===== config.mk =====
export PLATFORM = sky130hd
export DESIGN_NAME = sipo_driver
export DESIGN_NICKNAME = d
export VERILOG_FILES = /design/src/bit_fifo.v /design/src/sipo_driver.v
export VERILOG_INCLUDE_DIRS = /design/src
export SDC_FILE = /design/constraint.sdc
export NUM_CORES = 1
export LEC_CHECK = 0
export BUFFER_PORTS_ARGS = -buffer_cell sky130_fd_sc_hd__buf_2
export CAP_MARGIN = 10
export CORE_MARGIN = 2
export CORE_UTILIZATION = 50
export CTS_CLUSTER_SIZE = 30
export DETAILED_ROUTE_END_ITERATION = 7
export GPL_ROUTABILITY_DRIVEN = 0
export PLACE_DENSITY = 0.69
export SLEW_MARGIN = 25
export SYNTH_ARGS = -nofsm -noshare
export SYNTH_HDL_FRONTEND = slang
export SYNTH_SLANG_ARGS = --single-unit

===== constraint.sdc =====
create_clock -name ref_clk -period 2.05 [get_ports ref_clk]
set_clock_uncertainty 0.15 [all_clocks]
set_input_delay 0.1025 -clock ref_clk [delete_from_list [all_inputs] [get_ports ref_clk]]
set_output_delay 0.1025 -clock ref_clk [all_outputs]
set_load 0.02 [all_outputs]

===== src/sipo_driver_map.vh =====
/*
  constants for the 64-stage serial to parallel driver: stage count,
  fifo depth and timing figures.
  assumes it is included by bare name from the design files.
*/
`ifndef SIPO_DRIVER_MAP_VH
`define SIPO_DRIVER_MAP_VH

// ----------------------------------------------------------------------
// structure
// ----------------------------------------------------------------------
`define STAGE_COUNT       64
`define STAGE_LAST        63
`define FIFO_WIDTH        1
`define FIFO_DEPTH        4
`define FIFO_ADDR_W       2

// ----------------------------------------------------------------------
// timing
// ----------------------------------------------------------------------
`define REF_CLK_PERIOD_NS 40
`define SHIFT_CLK_MAX_KHZ 8000
`define SHIFT_CLK_MIN_PERIOD_NS (1000000 / `SHIFT_CLK_MAX_KHZ)
`define SHIFT_CLK_MIN_WIDTH_NS 62
`define SHIFT_CLK_MIN_WIDTH_CYC \
  ((`SHIFT_CLK_MIN_WIDTH_NS + `REF_CLK_PERIOD_NS - 1) / `REF_CLK_PERIOD_NS)
`define LATCH_DELAY_NS    25
`define LATCH_DELAY_CYC \
  ((`LATCH_DELAY_NS + `REF_CLK_PERIOD_NS - 1) / `REF_CLK_PERIOD_NS)

`endif


===== src/bit_fifo.v =====
/*
  small synchronous fifo with valid/ready on both sides.
  assumes one clock and a synchronous active-high reset.
*/
`timescale 1ns/1ps
`default_nettype none

module bit_fifo #(
  parameter WIDTH  = 1,
  parameter DEPTH  = 4,
  parameter ADDR_W = 2
) (
  input  wire             ref_clk,
  input  wire             sys_rst,
  input  wire [WIDTH-1:0] in_data,
  input  wire             in_valid,
  output wire             in_ready,
  output wire [WIDTH-1:0] out_data,
  output wire             out_valid,
  input  wire             out_ready
);

  // ----------------------------------------------------------------------
  // storage and pointers
  // ----------------------------------------------------------------------
  reg  [WIDTH-1:0] mem_q [0:DEPTH-1];
  reg  [ADDR_W:0]  wr_ptr_q;
  reg  [ADDR_W:0]  rd_ptr_q;
  wire             full;
  wire             empty;
  wire             push;
  wire             pop;

  assign empty     = (wr_ptr_q == rd_ptr_q);
  assign full      = (wr_ptr_q[ADDR_W] != rd_ptr_q[ADDR_W]) &&
                     (wr_ptr_q[ADDR_W-1:0] == rd_ptr_q[ADDR_W-1:0]);
  assign in_ready  = ~full;
  assign out_valid = ~empty;
  assign out_data  = mem_q[rd_ptr_q[ADDR_W-1:0]];
  assign push      = in_valid & ~full;
  assign pop       = out_ready & ~empty;

  always @(posedge ref_clk) begin
    if (push) begin
      mem_q[wr_ptr_q[ADDR_W-1:0]] <= in_data;
    end
  end

  always @(posedge ref_clk) begin
    if (sys_rst) begin
      wr_ptr_q <= {(ADDR_W+1){1'b0}};
      rd_ptr_q <= {(ADDR_W+1){1'b0}};
    end else begin
      if (push) begin
        wr_ptr_q <= wr_ptr_q + {{ADDR_W{1'b0}}, 1'b1};
      end
      if (pop) begin
        rd_ptr_q <= rd_ptr_q + {{ADDR_W{1'b0}}, 1'b1};
      end
    end
  end

endmodule // bit_fifo

`default_nettype wire


===== src/sipo_driver.v =====
/*
  64-stage serial to parallel driver: bidirectional shift register,
  64 transparent latches, polarity and blanking on the parallel outputs.
  assumes all pin inputs are asynchronous to ref_clk and are sampled by
  two flip-flops; the shift clock is slower than half of ref_clk.
*/
`timescale 1ns/1ps
`default_nettype none
`include "sipo_driver_map.vh"

// Behaviour
// - 64 shift stages, 64 latches, polarity and blanking on every output
// - each shift clock rising edge moves stages and loads entry stage
// - direction low shifts counter-clockwise, high shifts clockwise
// - high: enter at port a, n to n+1; low: enter at b, n to n-1
// - cascade port always shows the final stage
// - latch, blanking and polarity never affect shifting
// - latch enable high makes each latch follow its stage
// - latch enable low holds the latch value
// - blanking low forces all outputs to inverse of polarity
// - blanking high: outputs equal latch, inverted when polarity low
// - output 1 comes from the entry stage, rest in stage order
// - logical output numbering reverses with direction
module sipo_driver (
  input  wire                      ref_clk,
  input  wire                      sys_rst,
  input  wire                      shift_clk,
  input  wire                      shift_dir,
  input  wire                      latch_transparent,
  input  wire                      output_blank_n,
  input  wire                      output_polarity,
  input  wire                      serial_port_a_in,
  output reg                       serial_port_a_out,
  output reg                       serial_port_a_oe,
  input  wire                      serial_port_b_in,
  output reg                       serial_port_b_out,
  output reg                       serial_port_b_oe,
  output reg  [`STAGE_COUNT-1:0]   parallel_output,
  output wire                      capture_ready
);

  // ----------------------------------------------------------------------
  // pin synchronisers
  // ----------------------------------------------------------------------
  reg  [1:0] clk_sync_q;
  reg        clk_prev_q;
  reg  [1:0] dir_sync_q;
  reg  [1:0] le_sync_q;
  reg  [1:0] bl_sync_q;
  reg  [1:0] pol_sync_q;
  reg  [1:0] a_sync_q;
  reg  [1:0] b_sync_q;
  reg        data_prev_q;
  wire       clk_rise;
  wire       entry_bit;

  always @(posedge ref_clk) begin
    if (sys_rst) begin
      clk_sync_q  <= 2'h0;
      clk_prev_q  <= 1'b0;
      dir_sync_q  <= 2'h0;
      le_sync_q   <= 2'h0;
      bl_sync_q   <= 2'h0;
      pol_sync_q  <= 2'h0;
      a_sync_q    <= 2'h0;
      b_sync_q    <= 2'h0;
      data_prev_q <= 1'b0;
    end else begin
      clk_sync_q  <= {clk_sync_q[0], shift_clk};
      clk_prev_q  <= clk_sync_q[1];
      dir_sync_q  <= {dir_sync_q[0], shift_dir};
      le_sync_q   <= {le_sync_q[0], latch_transparent};
      bl_sync_q   <= {bl_sync_q[0], output_blank_n};
      pol_sync_q  <= {pol_sync_q[0], output_polarity};
      a_sync_q    <= {a_sync_q[0], serial_port_a_in};
      b_sync_q    <= {b_sync_q[0], serial_port_b_in};
      data_prev_q <= entry_bit;
    end
  end

  // data taken from the sample before the clock was seen high
  assign entry_bit = dir_sync_q[1] ? a_sync_q[1] : b_sync_q[1];
  assign clk_rise  = clk_sync_q[1] & ~clk_prev_q;

  // ----------------------------------------------------------------------
  // capture fifo
  // ----------------------------------------------------------------------
  wire       fifo_out_bit;
  wire       fifo_out_valid;

  bit_fifo #(
    .WIDTH  (`FIFO_WIDTH),
    .DEPTH  (`FIFO_DEPTH),
    .ADDR_W (`FIFO_ADDR_W)
  ) u_capture_fifo (
    .ref_clk   (ref_clk),
    .sys_rst   (sys_rst),
    .in_data   (data_prev_q),
    .in_valid  (clk_rise),
    .in_ready  (capture_ready),
    .out_data  (fifo_out_bit),
    .out_valid (fifo_out_valid),
    .out_ready (1'b1)
  );

  // ----------------------------------------------------------------------
  // shift register
  // ----------------------------------------------------------------------
  reg  [`STAGE_COUNT-1:0] stage_q;
  reg  [`STAGE_COUNT-1:0] stage_d;

  // only the shift clock and direction steer this path
  always @* begin
    stage_d = stage_q;
    if (fifo_out_valid) begin
      if (dir_sync_q[1]) begin
        stage_d = {stage_q[`STAGE_COUNT-2:0], fifo_out_bit};
      end else begin
        stage_d = {fifo_out_bit, stage_q[`STAGE_COUNT-1:1]};
      end
    end
  end

  always @(posedge ref_clk) begin
    if (sys_rst) begin
      stage_q <= {`STAGE_COUNT{1'b0}};
    end else begin
      stage_q <= stage_d;
    end
  end

  // ----------------------------------------------------------------------
  // cascade and port direction
  // ----------------------------------------------------------------------
  always @(posedge ref_clk) begin
    if (sys_rst) begin
      serial_port_a_out <= 1'b0;
      serial_port_a_oe  <= 1'b0;
      serial_port_b_out <= 1'b0;
      serial_port_b_oe  <= 1'b0;
    end else begin
      serial_port_a_oe  <= ~dir_sync_q[1];
      serial_port_b_oe  <= dir_sync_q[1];
      serial_port_a_out <= stage_d[0];
      serial_port_b_out <= stage_d[`STAGE_LAST];
    end
  end

  // ----------------------------------------------------------------------
  // latches and output stage
  // ----------------------------------------------------------------------
  reg  [`STAGE_COUNT-1:0] latch_q;

  // physical position p follows stage p in both directions, so the
  // logical number of a position flips with the direction
  genvar i;
  generate
    for (i = 0; i < `STAGE_COUNT; i = i + 1) begin : g_out
      always @(posedge ref_clk) begin
        if (sys_rst) begin
          latch_q[i]         <= 1'b0;
          parallel_output[i] <= 1'b0;
        end else begin
          if (le_sync_q[1]) begin
            latch_q[i] <= stage_q[i];
          end
          if (!bl_sync_q[1]) begin
            parallel_output[i] <= ~pol_sync_q[1];
          end else begin
            parallel_output[i] <= latch_q[i] ^ ~pol_sync_q[1];
          end
        end
      end
    end
  endgenerate
  // latch_q keeps its value while latch enable is low

endmodule // sipo_driver

`default_nettype wire


==> results.md, run 1 <==
- The type of element launching the critical path is a flop.
- The core area is between 15000 and 20000 sq um.
- The initial core utilization is 0.5084.
- The repair_antennas step left the layout with diodes totalling 0.
- The number of antenna violations at the first check in global routing is 0.
- The number of levels in the clock H-tree is 1.
- The gate count of the mapped netlist is 882.
- The commonest cells after synthesis are dfxtp_1 (218), nor2_1 (134), mux2i_1 (128).
- The total CTS buffers is 24.
- The number of max-slew violations in the final report is 0.
- Clock tree synthesis selected as its root buffer the cell clkbuf_16.
- The number of buffers on the longest clock path is 3.
- The via count is 6162.
- In the final routed layout, each cell accounts on average for ~14 um.
- Hold timing on the final database bottoms out at a slack of 0.1868 ns.
- The clock reaches the later pin of the worst-skew pair after between 0.5 and 0.6 ns.
- Power spread over the standard cell area amounts to roughly 1300 nW/um^2.
- On the critical path, the stage with the largest delay is an instance of dfxtp_1.
- The critical path is of the reg -> out type.
- The detailed router finished its first iteration with 299 violations.
- The gate family responsible for the most delay along the worst path is flip-flops.
- Data on the critical path arrives at its endpoint at 1.71 ns.
- Setup total negative slack on the finished layout was measured at 0 ns.
- During synthesis, Yosys emitted a total of 0 warnings.
- TritonCTS built the clock tree.
- The met3 track utilization from global routing is 0.02521.
- The net count after synthesis is 896.
- The global router's overall resource usage is 0.1696.
- Fill cells in the final layout number between 1500 and 2000.
- The horizontal die dimension is 138.9 um.
- Summed over all cells, the static leakage comes to 3.826 nW.
- The number of standard-cell rows in the floorplan is 49.
- The netlist area before placement is about 9100 sq um.
- Max-cap violations in this run came to 0.
- The via count of the first global-routing pass is 5797.
- After global routing the overflow that remains totals 0.
- The detail route stage leaves a number of antenna-violating nets equal to 0.
- The final cycle utilization of the critical path is 0.9597.
- The kind of path behind the tightest hold check is in -> reg.
- After synthesis, the netlist uses 36 different library cells.
- At the pin with the least slew margin, the transition time is between 0.5 and 0.6 ns.
- The number of buffers added on ports is 77.
- The setup violation total in the final timing report is 0.
- Setup repair after global routing left no endpoint under its margin.
- During I/O placement, the number of pins put on the boundary was 78.
- After legalization and detailed placement, the total HPWL measured about 9700 um.
- The flow ran to the end, and the final reports show no timing, DRC or antenna violations.
- The peak clock frequency supported by timing is 508.3 MHz.
- The routing usage on met1 is 0.2277.
- The worst path in the final design needs a cycle of 1.967 ns, including I/O delays and setup.
- Counting both buffers and inverters, the worst setup path holds a total of 1.
- The total count of hold-check failures in the final report is 0.
- The delay of the slowest cell on the worst path is roughly 0.54 ns.
- met2 is the most crowded layer.
- The first global-routing pass estimated 28340 um of wire.
- The required time of the worst setup path is about 1.8 ns.
- The synthesized design contains 4 enable-type register cells.
- For this run, asynchronously set or reset flops after synthesis account for 0.
- Using the TritonRoute via totals, the vias-per-cell ratio works out to 5.218.
- Of the post-synthesis cell area, the dominant cell type holds 0.4795.
- The first detailed-routing pass ran for 6 iterations.
- Relative to the synthesized area, the layout overhead comes to 17.02%.
- Measured against its own limit, the worst slew margin works out to 0.6170.
- For met2 alone, demand over resource in global routing was 0.2873.
- The maximum number of pins on one net before global-route repair is 69.
- Summed over all instances, the cell type with the most area after synthesis is dfxtp_1.
- The register bit count reported by yosys is 222.
- The clock-pin slew on the worst setup and hold paths is 0.06 ns.
- Of all nets on the critical path, the largest fanout is 6.
- The critical path goes through xnor2_1 > nand3_1 > buf_2.
- The die area is 19300 sq um.
- For this run, the register share of the synthesized area comes to 0.4927.
- Averaged over all synthesized cells, the footprint is 10.32 sq um.
- The remaining routing DRC violations is 0.
- The sum of routed wire length over all layers is 16800 um.
- The count of clock tree sinks is 222.
- The most frequently used cell type in the post-synthesis netlist is dfxtp_1.
- The die height is 138.9 um.
- For this run, the post-layout net count is 948.
- Of the cells placed in the final design, the portion with a size suffix greater than 1 is 0.2206.
- The dominant register cell in the synthesized netlist is dfxtp_1.
- STA classifies the critical path endpoint as an output pin.
- After synthesis, the cell types taking the most area are dfxtp_1 (48%), mux2i_1 (14%), a211oi_2 (8.2%).
- The maximum vdd drop is 0.0007398 V.
==> sequential cells by signal, summed over array words and instances, names as in the netlist, 3 cells and up, named ones only <==
| signal | cells |
|---|---|
| latch_q | 64 |
| parallel_output | 64 |
| stage_q | 64 |
| u_capture_fifo.mem_q | 4 |
| u_capture_fifo.rd_ptr_q | 3 |
| u_capture_fifo.wr_ptr_q | 3 |
==> cells in the final DEF (no fill, tap or decap), types with 5 or more instances in the layout <==
cell,instances
dfxtp_1,212
nor2_1,134
mux2i_1,128
buf_2,76
xnor2_1,66
nand2_1,66
nor4_1,65
a211oi_2,60
clkbuf_16,26
nor2b_1,16
buf_4,11
buf_12,10
dlygate4sd3_1,9
inv_1,6
clkinv_2,6
clkbuf_8,6
clkbuf_1,6
ha_1,5
==> final cells by class <==
class	instances	area [sq um]	area share
sequential	222	4499	0.4225
inverter	6	22.52	0.002115
clock buffer	37	742.0	0.06967
tap	229	286.5	0.02690
multi-input combinational	572	4258	0.3998
clock inverter	7	60.06	0.005639
timing repair buffer	108	782.0	0.07343
==> what timing repair did <==
item,CTS,global route
setup endpoints to repair,1,1
pin swaps,1,0
buffers inserted,1,0
hold buffers,9,0
hold endpoints to repair,31,0
gates resized for setup,2,2
==> kinds of logic (layout without fill, tap and decap cells) <==
family                   Yosys count  in the layout  synth area share
XOR/XNOR                          69             69           0.06723
multiplexers                     131            131            0.1457
AO/OA/AOI/OAI                     72             72           0.09403
flip-flops                       222            222            0.4927
buffers and inverters             88            158           0.04537
adder cells (fa/ha/maj)            5              5          0.006874
AND/OR/NAND/NOR                  295            295            0.1481
==> worst reg2reg max path, cell delays in order (launching register included) <==
cell,delay (ns)
dfxtp_1,0.54
ha_1,0.26
or4bb_1,0.40
a311o_1,0.33
o311ai_1,0.11
==> through the flow <==
stage,util,setup slack [ns],total power [W],cell area (sq um),cells
2_1_floorplan,-,0.4307,0.009024,9101,882
3_3_place_gp,0.5441,0.2326,0.009669,9741,1127
3_5_place_dp,0.5441,0.1992,0.009754,9741,1127
4_1_cts,0.5948,0.02266,0.01410,10650,1181
5_1_grt,0.5949,0.001351,0.01474,10650,1181
6_report,0.5949,0.08269,0.01397,10650,1181
==> metal layers <==
layer	vias to the layer above	part of all wire
met3	20	0.031
met4	0	0.016
met2	74	0.46
met1	2915	0.49
met5	-	0
li1	3153	-
==> report_power, final <==
group	total, W	internal, W	switching, W
clock network	0.00430	0.00261	0.00169
logic	0.00363	0.00161	0.00201
registers	0.00604	0.00519	0.000850
==> path summary, 6_finish.rpt <==
check	start	cells past startpoint	slack, ns	endpoint
setup / recovery	u_capture_fifo.wr_ptr_q[1]	3	0.08	capture_ready
hold / removal	serial_port_b_in	3	0.19	b_sync_q[0]
setup reg to reg	u_capture_fifo.wr_ptr_q[1]	4	0.13	u_capture_fifo.wr_ptr_q[2]
hold reg to reg	dir_sync_q[0]	1	0.28	dir_sync_q[1]
No activity file was read; power rests on OpenSTA's default activity.
==> run 2: changes to the inputs <==
- CTS_BUF_LIST: unset -> sky130_fd_sc_hd__clkbuf_8
- GPL_ROUTABILITY_DRIVEN: 0 -> unset
==> results.md, run 2 (synthesis gave the netlist of run 1 again) <==
- The net count reported at finish is 964.
- The HPWL after detailed placement is 9680 um.
- The final worst hold slack is 0.1797 ns.
- The run finished with clean final reports.
- The global route total overflow is 0.
- Along the worst path, the maximum fanout reaches 6.
- STA classifies the critical path startpoint as a flop.
- Buffers inserted during clock tree synthesis total 38.
- The routing usage on met1 is 0.2246.
- The number of inserted filler cells in the final layout is 1566.
- The repair_antennas step left the layout with diodes totalling 0.
- In the layout the commonest cells are dfxtp_1 (212), nor2_1 (134), mux2i_1 (128).
- The proportion of power drawn by the clock network is 0.272.
- The top-level I/O count is 78.
- The die area is 19300 sq um.
- CTS saw 222 sinks.
- Leaving out fill and tap cells, the most frequent cell in the layout is dfxtp_1.
- The buffer cell driving the clock tree root is clkbuf_8.
- Dividing the detail-routed via count by the number of cells gives 5.172.
- The area growth from synthesis to final layout is 15.95%.
- The share of total power dissipated in combinational logic is 0.273.
- Summed over all nets, the switching power comes to 0.004501 W.
- The internal cell power is 0.008770 W.
- In this run the tool buffered the top-level ports with 77 buffer cells.
- The source-to-sink clock delay at the later pin of the worst-skew pair is 0.52 ns.
- In this run the standard cell core region covers 17900 sq um.
- The share of total power dissipated in sequential elements is 0.455.
- The min-delay analysis places its worst path in the category in -> reg.
- For this configuration, the core starts out at a cell density of 0.5084.
- The final layout contains routed wiring with a total length of 16680 um.
- The number of routed nets with antenna violations is 0.
- The first-pass GRT wire length is 28550 um.
- Max-cap violations in this run came to 0.
- In the global route stage, met3 resource usage came out at 0.03246.
- The starting DRC count in detailed routing is ~300.
- The headroom to the max-slew limit is 0.6143.
- The type of the worst setup path is reg -> out.
- Of the available clock period, the critical path in the final layout requires 0.9525.
- The global router's overall resource usage is 0.1726.
- The met2 track utilization from global routing is 0.2836.
- The global routing stage identified its most utilized layer as met2.
- The worst-case IR drop observed on VDD is 0.0005224 V.
- The die is 138.9 um wide.
- The clock-pin slew on the worst setup and hold paths is 0.06 ns.
- For this run, design rule violations remaining after detail routing come to 0.
- The via count is a little over 6000.
- The per-cell routed wire length is between 10 and 15 um.
- Setup violations remaining at the end of the flow were counted as 0.
- Entering global routing, the biggest net connects 69 pins.
- The fraction of layout instances using a drive strength above 1 is 0.2243.
- The worst path needs 1.953 ns of the cycle, external delays included.
- The via count of the first global-routing pass is 5971.
- In the final layout, the registers with the most flip-flops are latch_q x64, parallel_output x64, stage_q x64.
- The kind of end point of the critical path is an output pin.
- The die is 138.9 um tall.
- The number of antenna violations at the first check in global routing is 0.
- At the worst endpoint, the required time is 1.80 ns.
- The H-tree was split into 2 levels.
- TritonCTS built the clock tree.
- The number of max-slew violations in the final report is 0.
- At the pin with the least slew margin, the transition time is 0.5786 ns.
- The total negative slack for setup checks is 0 ns.
- The switching part of the total power is 0.3391.
- The first detailed-routing pass ran for 4 iterations.
- The initialized floorplan defines 49 standard-cell rows.
- In this run the power density over the cells is 1258 nW/um^2.
- The number of buffers on the longest clock path is 3.
- For the worst setup path, the data arrival time is between 1.5 and 2 ns.
- The leakage power total is slightly below 4 nW.
- The routability-driven placement congestion ratio is 0.7985.
- Setup repair after global routing left no endpoint under its margin.
- Based on the critical path, the design can be clocked at up to 512.1 MHz.
- The total count of hold-check failures in the final report is 0.
## run 2: cell type report
cell class / instances / area (sq um) / share of cell area
flip-flops and latches: 222 / 4499 / 0.4264
multi-input cells: 572 / 4258 / 0.4035
repair buffers: 110 / 802.0 / 0.07600
clock buffers: 45 / 619.3 / 0.05869
well taps: 229 / 286.5 / 0.02715
clock inverters: 17 / 65.06 / 0.006166
inverters: 6 / 22.52 / 0.002134
## run 2: worst paths after layout
path	from	endpoint	slack (ns)	depth (start not counted)
max reg2reg	u_capture_fifo.wr_ptr_q[1]	u_capture_fifo.wr_ptr_q[2]	0.18	4
max	u_capture_fifo.wr_ptr_q[1]	capture_ready	0.1	3
min reg2reg	dir_sync_q[0]	dir_sync_q[1]	0.28	1
min	output_blank_n	bl_sync_q[0]	0.18	3
## run 2: power by group through the flow
stage / Clock, W / Combinational (W) / Sequential (W)
detailed placement: 0 / 0.00363 / 0.00612
global placement: 0 / 0.00355 / 0.00611
finish: 0.00361 / 0.00363 / 0.00604
global route: 0.00393 / 0.00399 / 0.00616
floorplan: 0 / 0.00307 / 0.00596
CTS: 0.00374 / 0.00366 / 0.00603
## run 2: stage by stage
stage	worst slack (ns)	util	std cells	area, sq um	power (W)
after detailed placement	0.1992	0.5441	1127	9741	0.009754
after floorplan	0.4307	-	882	9101	0.009024
after global placement	0.2326	0.5441	1127	9741	0.009669
after CTS	0.01184	0.5893	1201	10550	0.01343
final	0.09728	0.5895	1201	10550	0.01327
after global routing	0.001140	0.5895	1201	10550	0.01408
## run 2: what timing repair did
| item | CTS | global route |
|---|---|---|
| gates cloned | 0 | 0 |
| endpoints found under the setup margin | 1 | 1 |
| endpoints found under the hold margin | 49 | 0 |
| pin swaps | 1 | 0 |
| hold buffers | 11 | 0 |
| gates resized for setup | 2 | 2 |
| buffers inserted | 1 | 0 |
## run 2: critical path: stages (launching register included)
cell and delay, ns:
dfxtp_1 0.54, xnor2_1 0.22, nand3_1 0.21, buf_2 0.21
## run 2: routing by layer
metal	vias to the layer above	wire length, um	share of wire
met5	-	0	0
met1	2900	7990	0.48
li1	3181	-	-
met3	25	630	0.038
met4	0	325	0.019
met2	105	7734	0.46
